===== src/rtl/nes_pkg.sv =====
/*
 Package of the flash erase/status host controller: command codes,
 status and ECC field positions, pin timing counts.
 Assumes a 20 MHz core clock and an 8-bit strobed flash bus.
*/
package nes_pkg;
   // ----------------------------------------
   // Commands
   // ----------------------------------------
   localparam logic [7:0] CMD_ERASE_SETUP = 8'h60;
   localparam logic [7:0] CMD_ERASE_CONFIRM = 8'hd0;
   localparam logic [7:0] CMD_READ_STATUS = 8'h70;
   localparam logic [7:0] CMD_READ = 8'h00;
   localparam logic [7:0] CMD_ECC_STATUS = 8'h7a;
   // ----------------------------------------
   // Status fields
   // ----------------------------------------
   localparam int ST_PASS_FAIL = 0;
   localparam int ST_CORRECTED = 3;
   localparam int ST_READY = 6;
   localparam int ST_WP_N = 7;
   localparam logic [7:0] ST_USED_MASK = 8'hc9;
   localparam int ECC_CNT_LSB = 0;
   localparam int ECC_SEC_LSB = 4;
   localparam logic [3:0] ECC_CNT_MAX = 4'h4;
   localparam logic [3:0] ECC_SEC_MAX = 4'h3;
   localparam int ECC_SECTORS = 4;
   // ----------------------------------------
   // Addressing
   // ----------------------------------------
   localparam int ROW_PAGE_BITS = 6;
   localparam int BLOCK_BITS = 10;
   localparam logic [15:0] ROW_PAGE_MASK = 16'hffc0;
   // ----------------------------------------
   // Timing
   // ----------------------------------------
   localparam int CLK_PERIOD_NS = 50;
   localparam int STROBE_NS = 25;
   localparam int STROBE_CYC = (STROBE_NS + CLK_PERIOD_NS - 1) / CLK_PERIOD_NS;
   localparam logic [3:0] STROBE_CNT = 4'(STROBE_CYC);
endpackage : nes_pkg


===== src/rtl/nes_strobe.sv =====
/*
 One strobed bus cycle on the flash pins: write or read.
 Assumes the caller holds start for one cycle while idle.
*/
`timescale 1ns/1ps
module nes_strobe
(
   input wire logic core_clk,
   input wire logic rstn,
   input wire logic start,
   input wire logic is_read,
   output logic strobe_n,
   output logic active,
   output logic done
);
   typedef struct packed
   {
      logic busy;
      logic [3:0] cnt;
      logic low;
      logic done;
   } nes_stb_type;
   nes_stb_type s_r;
   nes_stb_type s_nxt;
   always_comb
   begin
      s_nxt = s_r;
      s_nxt.done = 1'b0;
      if (!s_r.busy)
      begin
         if (start)
         begin
            s_nxt.busy = 1'b1;
            s_nxt.low = 1'b1;
            s_nxt.cnt = nes_pkg::STROBE_CNT;
         end
      end
      else if (s_r.cnt != 4'h0)
      begin
         s_nxt.cnt = s_r.cnt - 4'h1;
      end
      else if (s_r.low)
      begin
         s_nxt.low = 1'b0;
         s_nxt.cnt = nes_pkg::STROBE_CNT;
      end
      else
      begin
         s_nxt.busy = 1'b0;
         s_nxt.done = 1'b1;
      end
   end
   always_ff @(posedge core_clk or negedge rstn)
   begin
      if (!rstn)
         s_r <= '0;
      else
         s_r <= s_nxt;
   end
   assign strobe_n = ~s_r.low;
   assign active = s_r.busy;
   assign done = s_r.done;
endmodule : nes_strobe


===== src/rtl/nes_host.sv =====
/*
 Host controller for block erase, status and ECC status reads on a
 strobed 8-bit flash bus. Assumes the flash pins are external and async.
*/
`timescale 1ns/1ps
// What this block does
// - Send setup code then two block-address cycles
// - Confirm code always follows address cycles
// - Status code then read cycles drive status
// - Reissue read code after mid-read status
// - Mask unused status bits 1,2,4,5
// - ECC status covers all four sectors
module nes_host
(
   input wire logic core_clk,
   input wire logic rstn,
   input wire logic erase_req,
   input wire logic [9:0] erase_block,
   input wire logic status_req,
   input wire logic ecc_req,
   input wire logic resume_read,
   output logic cmd_done,
   output logic erase_fail,
   output logic [7:0] status_masked,
   output logic [15:0] ecc_word,
   output logic ecc_bad,
   output logic cle,
   output logic ale,
   output logic ce_n,
   output logic write_strobe_n,
   output logic read_strobe_n,
   output logic [7:0] io_out,
   output logic io_oe,
   input wire logic [7:0] io_in,
   input wire logic ready_busy_n
);
   typedef enum logic [3:0]
   {
      ST_IDLE = 4'b0000, ST_SETUP = 4'b0001, ST_ADDR0 = 4'b0010, ST_ADDR1 = 4'b0011,
      ST_CONFIRM = 4'b0100, ST_WAIT = 4'b0101, ST_STCMD = 4'b0110, ST_STREAD = 4'b0111,
      ST_ECCCMD = 4'b1000, ST_ECCREAD = 4'b1001, ST_RDCMD = 4'b1010, ST_DONE = 4'b1011
   } nes_state_type;
   typedef struct packed
   {
      nes_state_type st;
      logic started;
      logic is_erase;
      logic [1:0] sec;
      logic [15:0] row;
      logic cle;
      logic ale;
      logic ce_n;
      logic [7:0] io;
      logic oe;
      logic done;
      logic fail;
      logic [7:0] status;
      logic [15:0] ecc;
      logic ecc_bad;
   } nes_host_type;
   nes_host_type s_r;
   nes_host_type s_nxt;
   logic [7:0] io_s1_r;
   logic [7:0] io_s2_r;
   logic rb_s1_r;
   logic rb_s2_r;
   logic stb_start;
   logic stb_read;
   logic stb_n;
   logic stb_active;
   logic stb_done;
   // ----------------------------------------
   // Pin synchronisers
   // ----------------------------------------
   always_ff @(posedge core_clk or negedge rstn)
   begin
      if (!rstn)
      begin
         io_s1_r <= 8'h00;
         io_s2_r <= 8'h00;
         rb_s1_r <= 1'b0;
         rb_s2_r <= 1'b0;
      end
      else
      begin
         io_s1_r <= io_in;
         io_s2_r <= io_s1_r;
         rb_s1_r <= ready_busy_n;
         rb_s2_r <= rb_s1_r;
      end
   end
   nes_strobe u_strobe
   (
      .core_clk(core_clk),
      .rstn(rstn),
      .start(stb_start),
      .is_read(stb_read),
      .strobe_n(stb_n),
      .active(stb_active),
      .done(stb_done)
   );
   // ----------------------------------------
   // Sequencer
   // ----------------------------------------
   always_comb
   begin
      s_nxt = s_r;
      s_nxt.done = 1'b0;
      stb_start = 1'b0;
      stb_read = 1'b0;
      if (s_r.st != ST_IDLE && s_r.st != ST_WAIT && s_r.st != ST_DONE && !s_r.started)
      begin
         stb_start = 1'b1;
         stb_read = (s_r.st == ST_STREAD) || (s_r.st == ST_ECCREAD);
         s_nxt.started = 1'b1;
      end
      case (s_r.st)
         ST_IDLE:
         begin
            s_nxt.ce_n = 1'b1;
            s_nxt.oe = 1'b0;
            if (erase_req)
            begin
               s_nxt.row = {erase_block, 6'h00} & nes_pkg::ROW_PAGE_MASK;
               s_nxt.is_erase = 1'b1;
               s_nxt.st = ST_SETUP;
               s_nxt.io = nes_pkg::CMD_ERASE_SETUP;
               s_nxt.cle = 1'b1;
               s_nxt.oe = 1'b1;
               s_nxt.ce_n = 1'b0;
            end
            else if (status_req)
            begin
               s_nxt.is_erase = 1'b0;
               s_nxt.st = ST_STCMD;
               s_nxt.io = nes_pkg::CMD_READ_STATUS;
               s_nxt.cle = 1'b1;
               s_nxt.oe = 1'b1;
               s_nxt.ce_n = 1'b0;
            end
            else if (ecc_req)
            begin
               s_nxt.st = ST_ECCCMD;
               s_nxt.sec = 2'b00;
               s_nxt.ecc_bad = 1'b0;
               s_nxt.io = nes_pkg::CMD_ECC_STATUS;
               s_nxt.cle = 1'b1;
               s_nxt.oe = 1'b1;
               s_nxt.ce_n = 1'b0;
            end
         end
         ST_SETUP, ST_ADDR0, ST_ADDR1, ST_CONFIRM, ST_STCMD, ST_ECCCMD, ST_RDCMD:
         begin
            if (stb_done)
            begin
               s_nxt.started = 1'b0;
               s_nxt.cle = 1'b0;
               s_nxt.ale = 1'b0;
               if (s_r.st == ST_SETUP)
               begin
                  s_nxt.st = ST_ADDR0;
                  s_nxt.ale = 1'b1;
                  s_nxt.io = s_r.row[7:0];
               end
               else if (s_r.st == ST_ADDR0)
               begin
                  s_nxt.st = ST_ADDR1;
                  s_nxt.ale = 1'b1;
                  s_nxt.io = s_r.row[15:8];
               end
               else if (s_r.st == ST_ADDR1)
               begin
                  s_nxt.st = ST_CONFIRM;
                  s_nxt.cle = 1'b1;
                  s_nxt.io = nes_pkg::CMD_ERASE_CONFIRM;
               end
               else if (s_r.st == ST_CONFIRM)
               begin
                  s_nxt.st = ST_WAIT;
                  s_nxt.oe = 1'b0;
               end
               else if (s_r.st == ST_STCMD)
               begin
                  s_nxt.st = ST_STREAD;
                  s_nxt.oe = 1'b0;
               end
               else if (s_r.st == ST_ECCCMD)
               begin
                  s_nxt.st = ST_ECCREAD;
                  s_nxt.oe = 1'b0;
               end
               else
               begin
                  s_nxt.st = ST_DONE;
                  s_nxt.oe = 1'b0;
               end
            end
         end
         ST_WAIT:
         begin
            if (rb_s2_r)
            begin
               s_nxt.st = ST_STCMD;
               s_nxt.io = nes_pkg::CMD_READ_STATUS;
               s_nxt.cle = 1'b1;
               s_nxt.oe = 1'b1;
            end
         end
         ST_STREAD:
         begin
            if (stb_done)
            begin
               s_nxt.started = 1'b0;
               s_nxt.status = io_s2_r & nes_pkg::ST_USED_MASK;
               if (s_r.is_erase && !io_s2_r[nes_pkg::ST_READY])
               begin
                  s_nxt.st = ST_STREAD;
               end
               else
               begin
                  if (s_r.is_erase)
                  begin
                     s_nxt.fail = io_s2_r[nes_pkg::ST_PASS_FAIL];
                  end
                  if (resume_read)
                  begin
                     s_nxt.st = ST_RDCMD;
                     s_nxt.io = nes_pkg::CMD_READ;
                     s_nxt.cle = 1'b1;
                     s_nxt.oe = 1'b1;
                  end
                  else
                  begin
                     s_nxt.st = ST_DONE;
                  end
               end
            end
         end
         ST_ECCREAD:
         begin
            if (stb_done)
            begin
               s_nxt.started = 1'b0;
               s_nxt.ecc[s_r.sec*4 +: 4] = io_s2_r[3:0];
               if (io_s2_r[3:0] > nes_pkg::ECC_CNT_MAX || io_s2_r[7:4] > nes_pkg::ECC_SEC_MAX)
               begin
                  s_nxt.ecc_bad = 1'b1;
               end
               s_nxt.sec = s_r.sec + 2'b01;
               if (s_r.sec == 2'b11)
               begin
                  s_nxt.st = ST_DONE;
               end
            end
         end
         ST_DONE:
         begin
            s_nxt.done = 1'b1;
            s_nxt.ce_n = 1'b1;
            s_nxt.st = ST_IDLE;
         end
         default:
         begin
            s_nxt.st = ST_IDLE;
         end
      endcase
   end
   always_ff @(posedge core_clk or negedge rstn)
   begin
      if (!rstn)
      begin
         s_r <= '0;
         s_r.ce_n <= 1'b1;
      end
      else
      begin
         s_r <= s_nxt;
      end
   end
   // ----------------------------------------
   // Pin and user outputs
   // ----------------------------------------
   always_ff @(posedge core_clk or negedge rstn)
   begin
      if (!rstn)
      begin
         write_strobe_n <= 1'b1;
         read_strobe_n <= 1'b1;
      end
      else
      begin
         write_strobe_n <= stb_n | ~stb_active | ~s_r.oe;
         read_strobe_n <= stb_n | ~stb_active | s_r.oe;
      end
   end
   assign cle = s_r.cle;
   assign ale = s_r.ale;
   assign ce_n = s_r.ce_n;
   assign io_out = s_r.io;
   assign io_oe = s_r.oe;
   assign cmd_done = s_r.done;
   assign erase_fail = s_r.fail;
   assign status_masked = s_r.status;
   assign ecc_word = s_r.ecc;
   assign ecc_bad = s_r.ecc_bad;
endmodule : nes_host


===== config.mk =====
export PLATFORM = sky130hd
export DESIGN_NAME = nes_host
export DESIGN_NICKNAME = d
export VERILOG_FILES = /design/src/rtl/nes_pkg.sv /design/src/rtl/nes_strobe.sv /design/src/rtl/nes_host.sv
export SDC_FILE = /design/constraint.sdc
export NUM_CORES = 1
export LEC_CHECK = 0
export ABC_CLOCK_PERIOD_IN_PS = 2500
export CAP_MARGIN = 30
export CORE_MARGIN = 10
export CORE_UTILIZATION = 64
export CTS_BUF_LIST = sky130_fd_sc_hd__clkbuf_8
export CTS_CLUSTER_DIAMETER = 50
export CTS_CLUSTER_SIZE = 8
export DETAILED_ROUTE_END_ITERATION = 7
export DONT_BUFFER_PORTS = 1
export MAX_ROUTING_LAYER = met4
export PLACE_DENSITY = 0.82
export SLEW_MARGIN = 20
export SYNTH_ARGS = -nofsm -noshare
export SYNTH_HDL_FRONTEND = slang
export SYNTH_HIERARCHICAL = 1
export SYNTH_SLANG_ARGS = --single-unit

===== constraint.sdc =====
create_clock -name core_clk -period 2.5 [get_ports core_clk]
set_input_delay 0.375 -clock core_clk [delete_from_list [all_inputs] [get_ports core_clk]]
set_output_delay 0.375 -clock core_clk [all_outputs]
set_load 0.02 [all_outputs]

==> flow_metrics.tcl <==
set metrics [dict create \
    status "complete, no violations" \
    grt_max_degree 77 \
    cp_top_family "flip-flops" \
    mostFrequentLayoutCell "dfrtp_1" \
    p_seq_share_pct 41.7 \
    grt_usage_pct 17.5 \
    drt-wirelength-per-cell_um 18.7 \
    ios 66 \
    clock_skew_ps 10.7 \
    yosysWarningCount 6 \
    crit_arrival_ps 2290 \
    ant_nets 0 \
    dieArea_sq_mm 0.00958 \
    clock_sinks 76 \
    p_sw_share_pct 36.3 \
    dp.cells 414 \
    intPower_mw 3.02 \
    route.detailed.drc 0 \
    finalWorstSetupSlack_ps 453 \
    clk_pin_slew_ps 70 \
    slew_headroom_pct 55.7 \
    overflow 0 \
    worst_slew_pin_slew_ps 664 \
    cts_resized 0 \
    dp_slack_ps 510 \
    placed_cell_area_sq_mm 0.00374 \
    post-route-period-util_pct 81.9 \
    p_sw_mw 1.72 \
    hold_viol_final 0 \
    r2r.worst_path.cells 4 \
    ctsHoldBuffers 2 \
    worst_setup_path_start_kind "register" \
    nets 384 \
    netlist_instances 373 \
    drt_wl_total_um 8070 \
    place.gp.congestion 0.909 \
    syn_avg_cell_area_sq_um 10.4 \
    diodes 0 \
    p_clk_share_pct 24.1 \
    cts_buffers 9 \
    die_w_um 97.9 \
    grt_pass1_wl_um 13200 \
    setup_viol 0 \
    layout.cells.non_filler 432 \
    path_depth 4 \
    crit_chain "or2_1 > a222oi_1 > o211ai_2 > mux2_4" \
    slew_violations 0 \
    syn-cell-area_sq_mm 0.00388 \
    p_leak_nw 1.80 \
    power_density_mw_per_mm2 1180 \
    cp_slowest_cell "dfrtp_1" \
    hp-class "in -> reg" \
    min_path_cells 0 \
    drive_above_1_share_pct 17.9 \
    fin_area_sq_mm 0.00403 \
    row_count 28 \
    rsz0062_at_grt "false" \
    grt_pass1_vias 2551 \
    final_cell_mix "73 x dfrtp_1, 52 x nand2_1, 22 x o21ai_0" \
    ctsLongestPathBuffers 2 \
    insertion_delay_ps 360 \
    vdd_drop_max_v 0.000658 \
    initialDrtViolationCount 196 \
    fmax_mhz 489 \
    antenna_found_initial 0 \
    htree_levels 3 \
    max_stage_delay_ps 600 \
    end_kind "register" \
    clockRootBuffer "clkbuf_8" \
    via_per_inst 6.03 \
    path_buf_inv 0 \
    maxCapViolations 0 \
    first_pass_iters 5 \
    timing.hold.ws_ps 41.3 \
    cts_tree "built" \
    timing.final.crit_period_ps 2050 \
    syn2layout_area_growth_pct 3.74 \
    design.core.area_sq_mm 0.00592 \
    criticalPathCategory "reg -> reg" \
    die_h_um 97.9 \
    cp.required_ps 2740 \
    portBuffers 0 \
    worstPathMaxFanout 17 \
    pwr-share-comb_pct 34.2 \
    setup-tns-final_ps 0 \
    start_util_pct 65.5 \
    dpl.hpwl_um 5640 \
    dr_total_vias 2605 \
    cts_setup_buffers 0 \
]
layout make-up:
class	instances	area, sq um
clock buffers	11	151
clock inverters	5	98.8
multi-input cells	242	1620
well taps	75	93.8
flip-flops and latches	76	1910
fillers	435	1900
inverters	10	37.5
repair buffers	13	120
worst paths after layout:
kind                               from       endpoint  slack [ps]
setup / recovery                s_r[59]        s_r[59]         450
hold / removal             ready_busy_n        rb_s1_r          40
setup reg to reg                s_r[59]        s_r[59]         450
hold reg to reg              io_s1_r[0]     io_s2_r[0]         350
max in group asynchronous          rstn  read_strobe_n        1580
min in group asynchronous          rstn    ecc_word[7]         560
metal layers:
metal / wire length, um / vias up / GRT usage, % / part of all wire [%]
li1: - / 1223 / - / -
met1: 3450 / 1276 / 21.0 / 43
met2: 3790 / 91 / 25.4 / 47
met3: 663 / 15 / 6.55 / 8.2
met4: 165 / 0 / 8.17 / 2.0
met5: 0 / - / - / 0
per-stage QoR:
step / power [mW] / util [%]
after floorplan: 3.31 / -
after global placement: 3.52 / 63.1
after detailed placement: 3.57 / 63.1
after CTS: 4.75 / 68.0
after global routing: 5.04 / 68.0
final: 4.74 / 68.0
flip-flops by register name, summed over array words and instances, names as in the netlist:
register / count
s_r: 18
ecc_word: 16
io_out: 8
io_s1_r: 6
io_s2_r: 6
u_strobe/s_r: 5
status_masked: 4
ale: 1
ce_n: 1
cle: 1
cmd_done: 1
ecc_bad: 1
erase_fail: 1
io_oe: 1
rb_s1_r: 1
rb_s2_r: 1
read_strobe_n: 1
u_strobe/active: 1
u_strobe/done: 1
write_strobe_n: 1
power groups by stage:
stage	logic, mW	registers (mW)	clock network, mW
final	1.62	1.98	1.14
after global routing	1.80	2.03	1.21
after CTS	1.61	1.98	1.16
after detailed placement	1.56	2.00	0
after global placement	1.53	1.99	0
after floorplan	1.53	1.78	0
worst register-to-register path: cells and delay by family, from the launching register on:
| kind | cells | cell delay [ps] |
|---|---|---|
| flops | 1 | 600 |
| simple gates | 1 | 400 |
| mux | 1 | 340 |
| compound gates | 2 | 600 |
No activity file was read; power rests on OpenSTA's default activity.
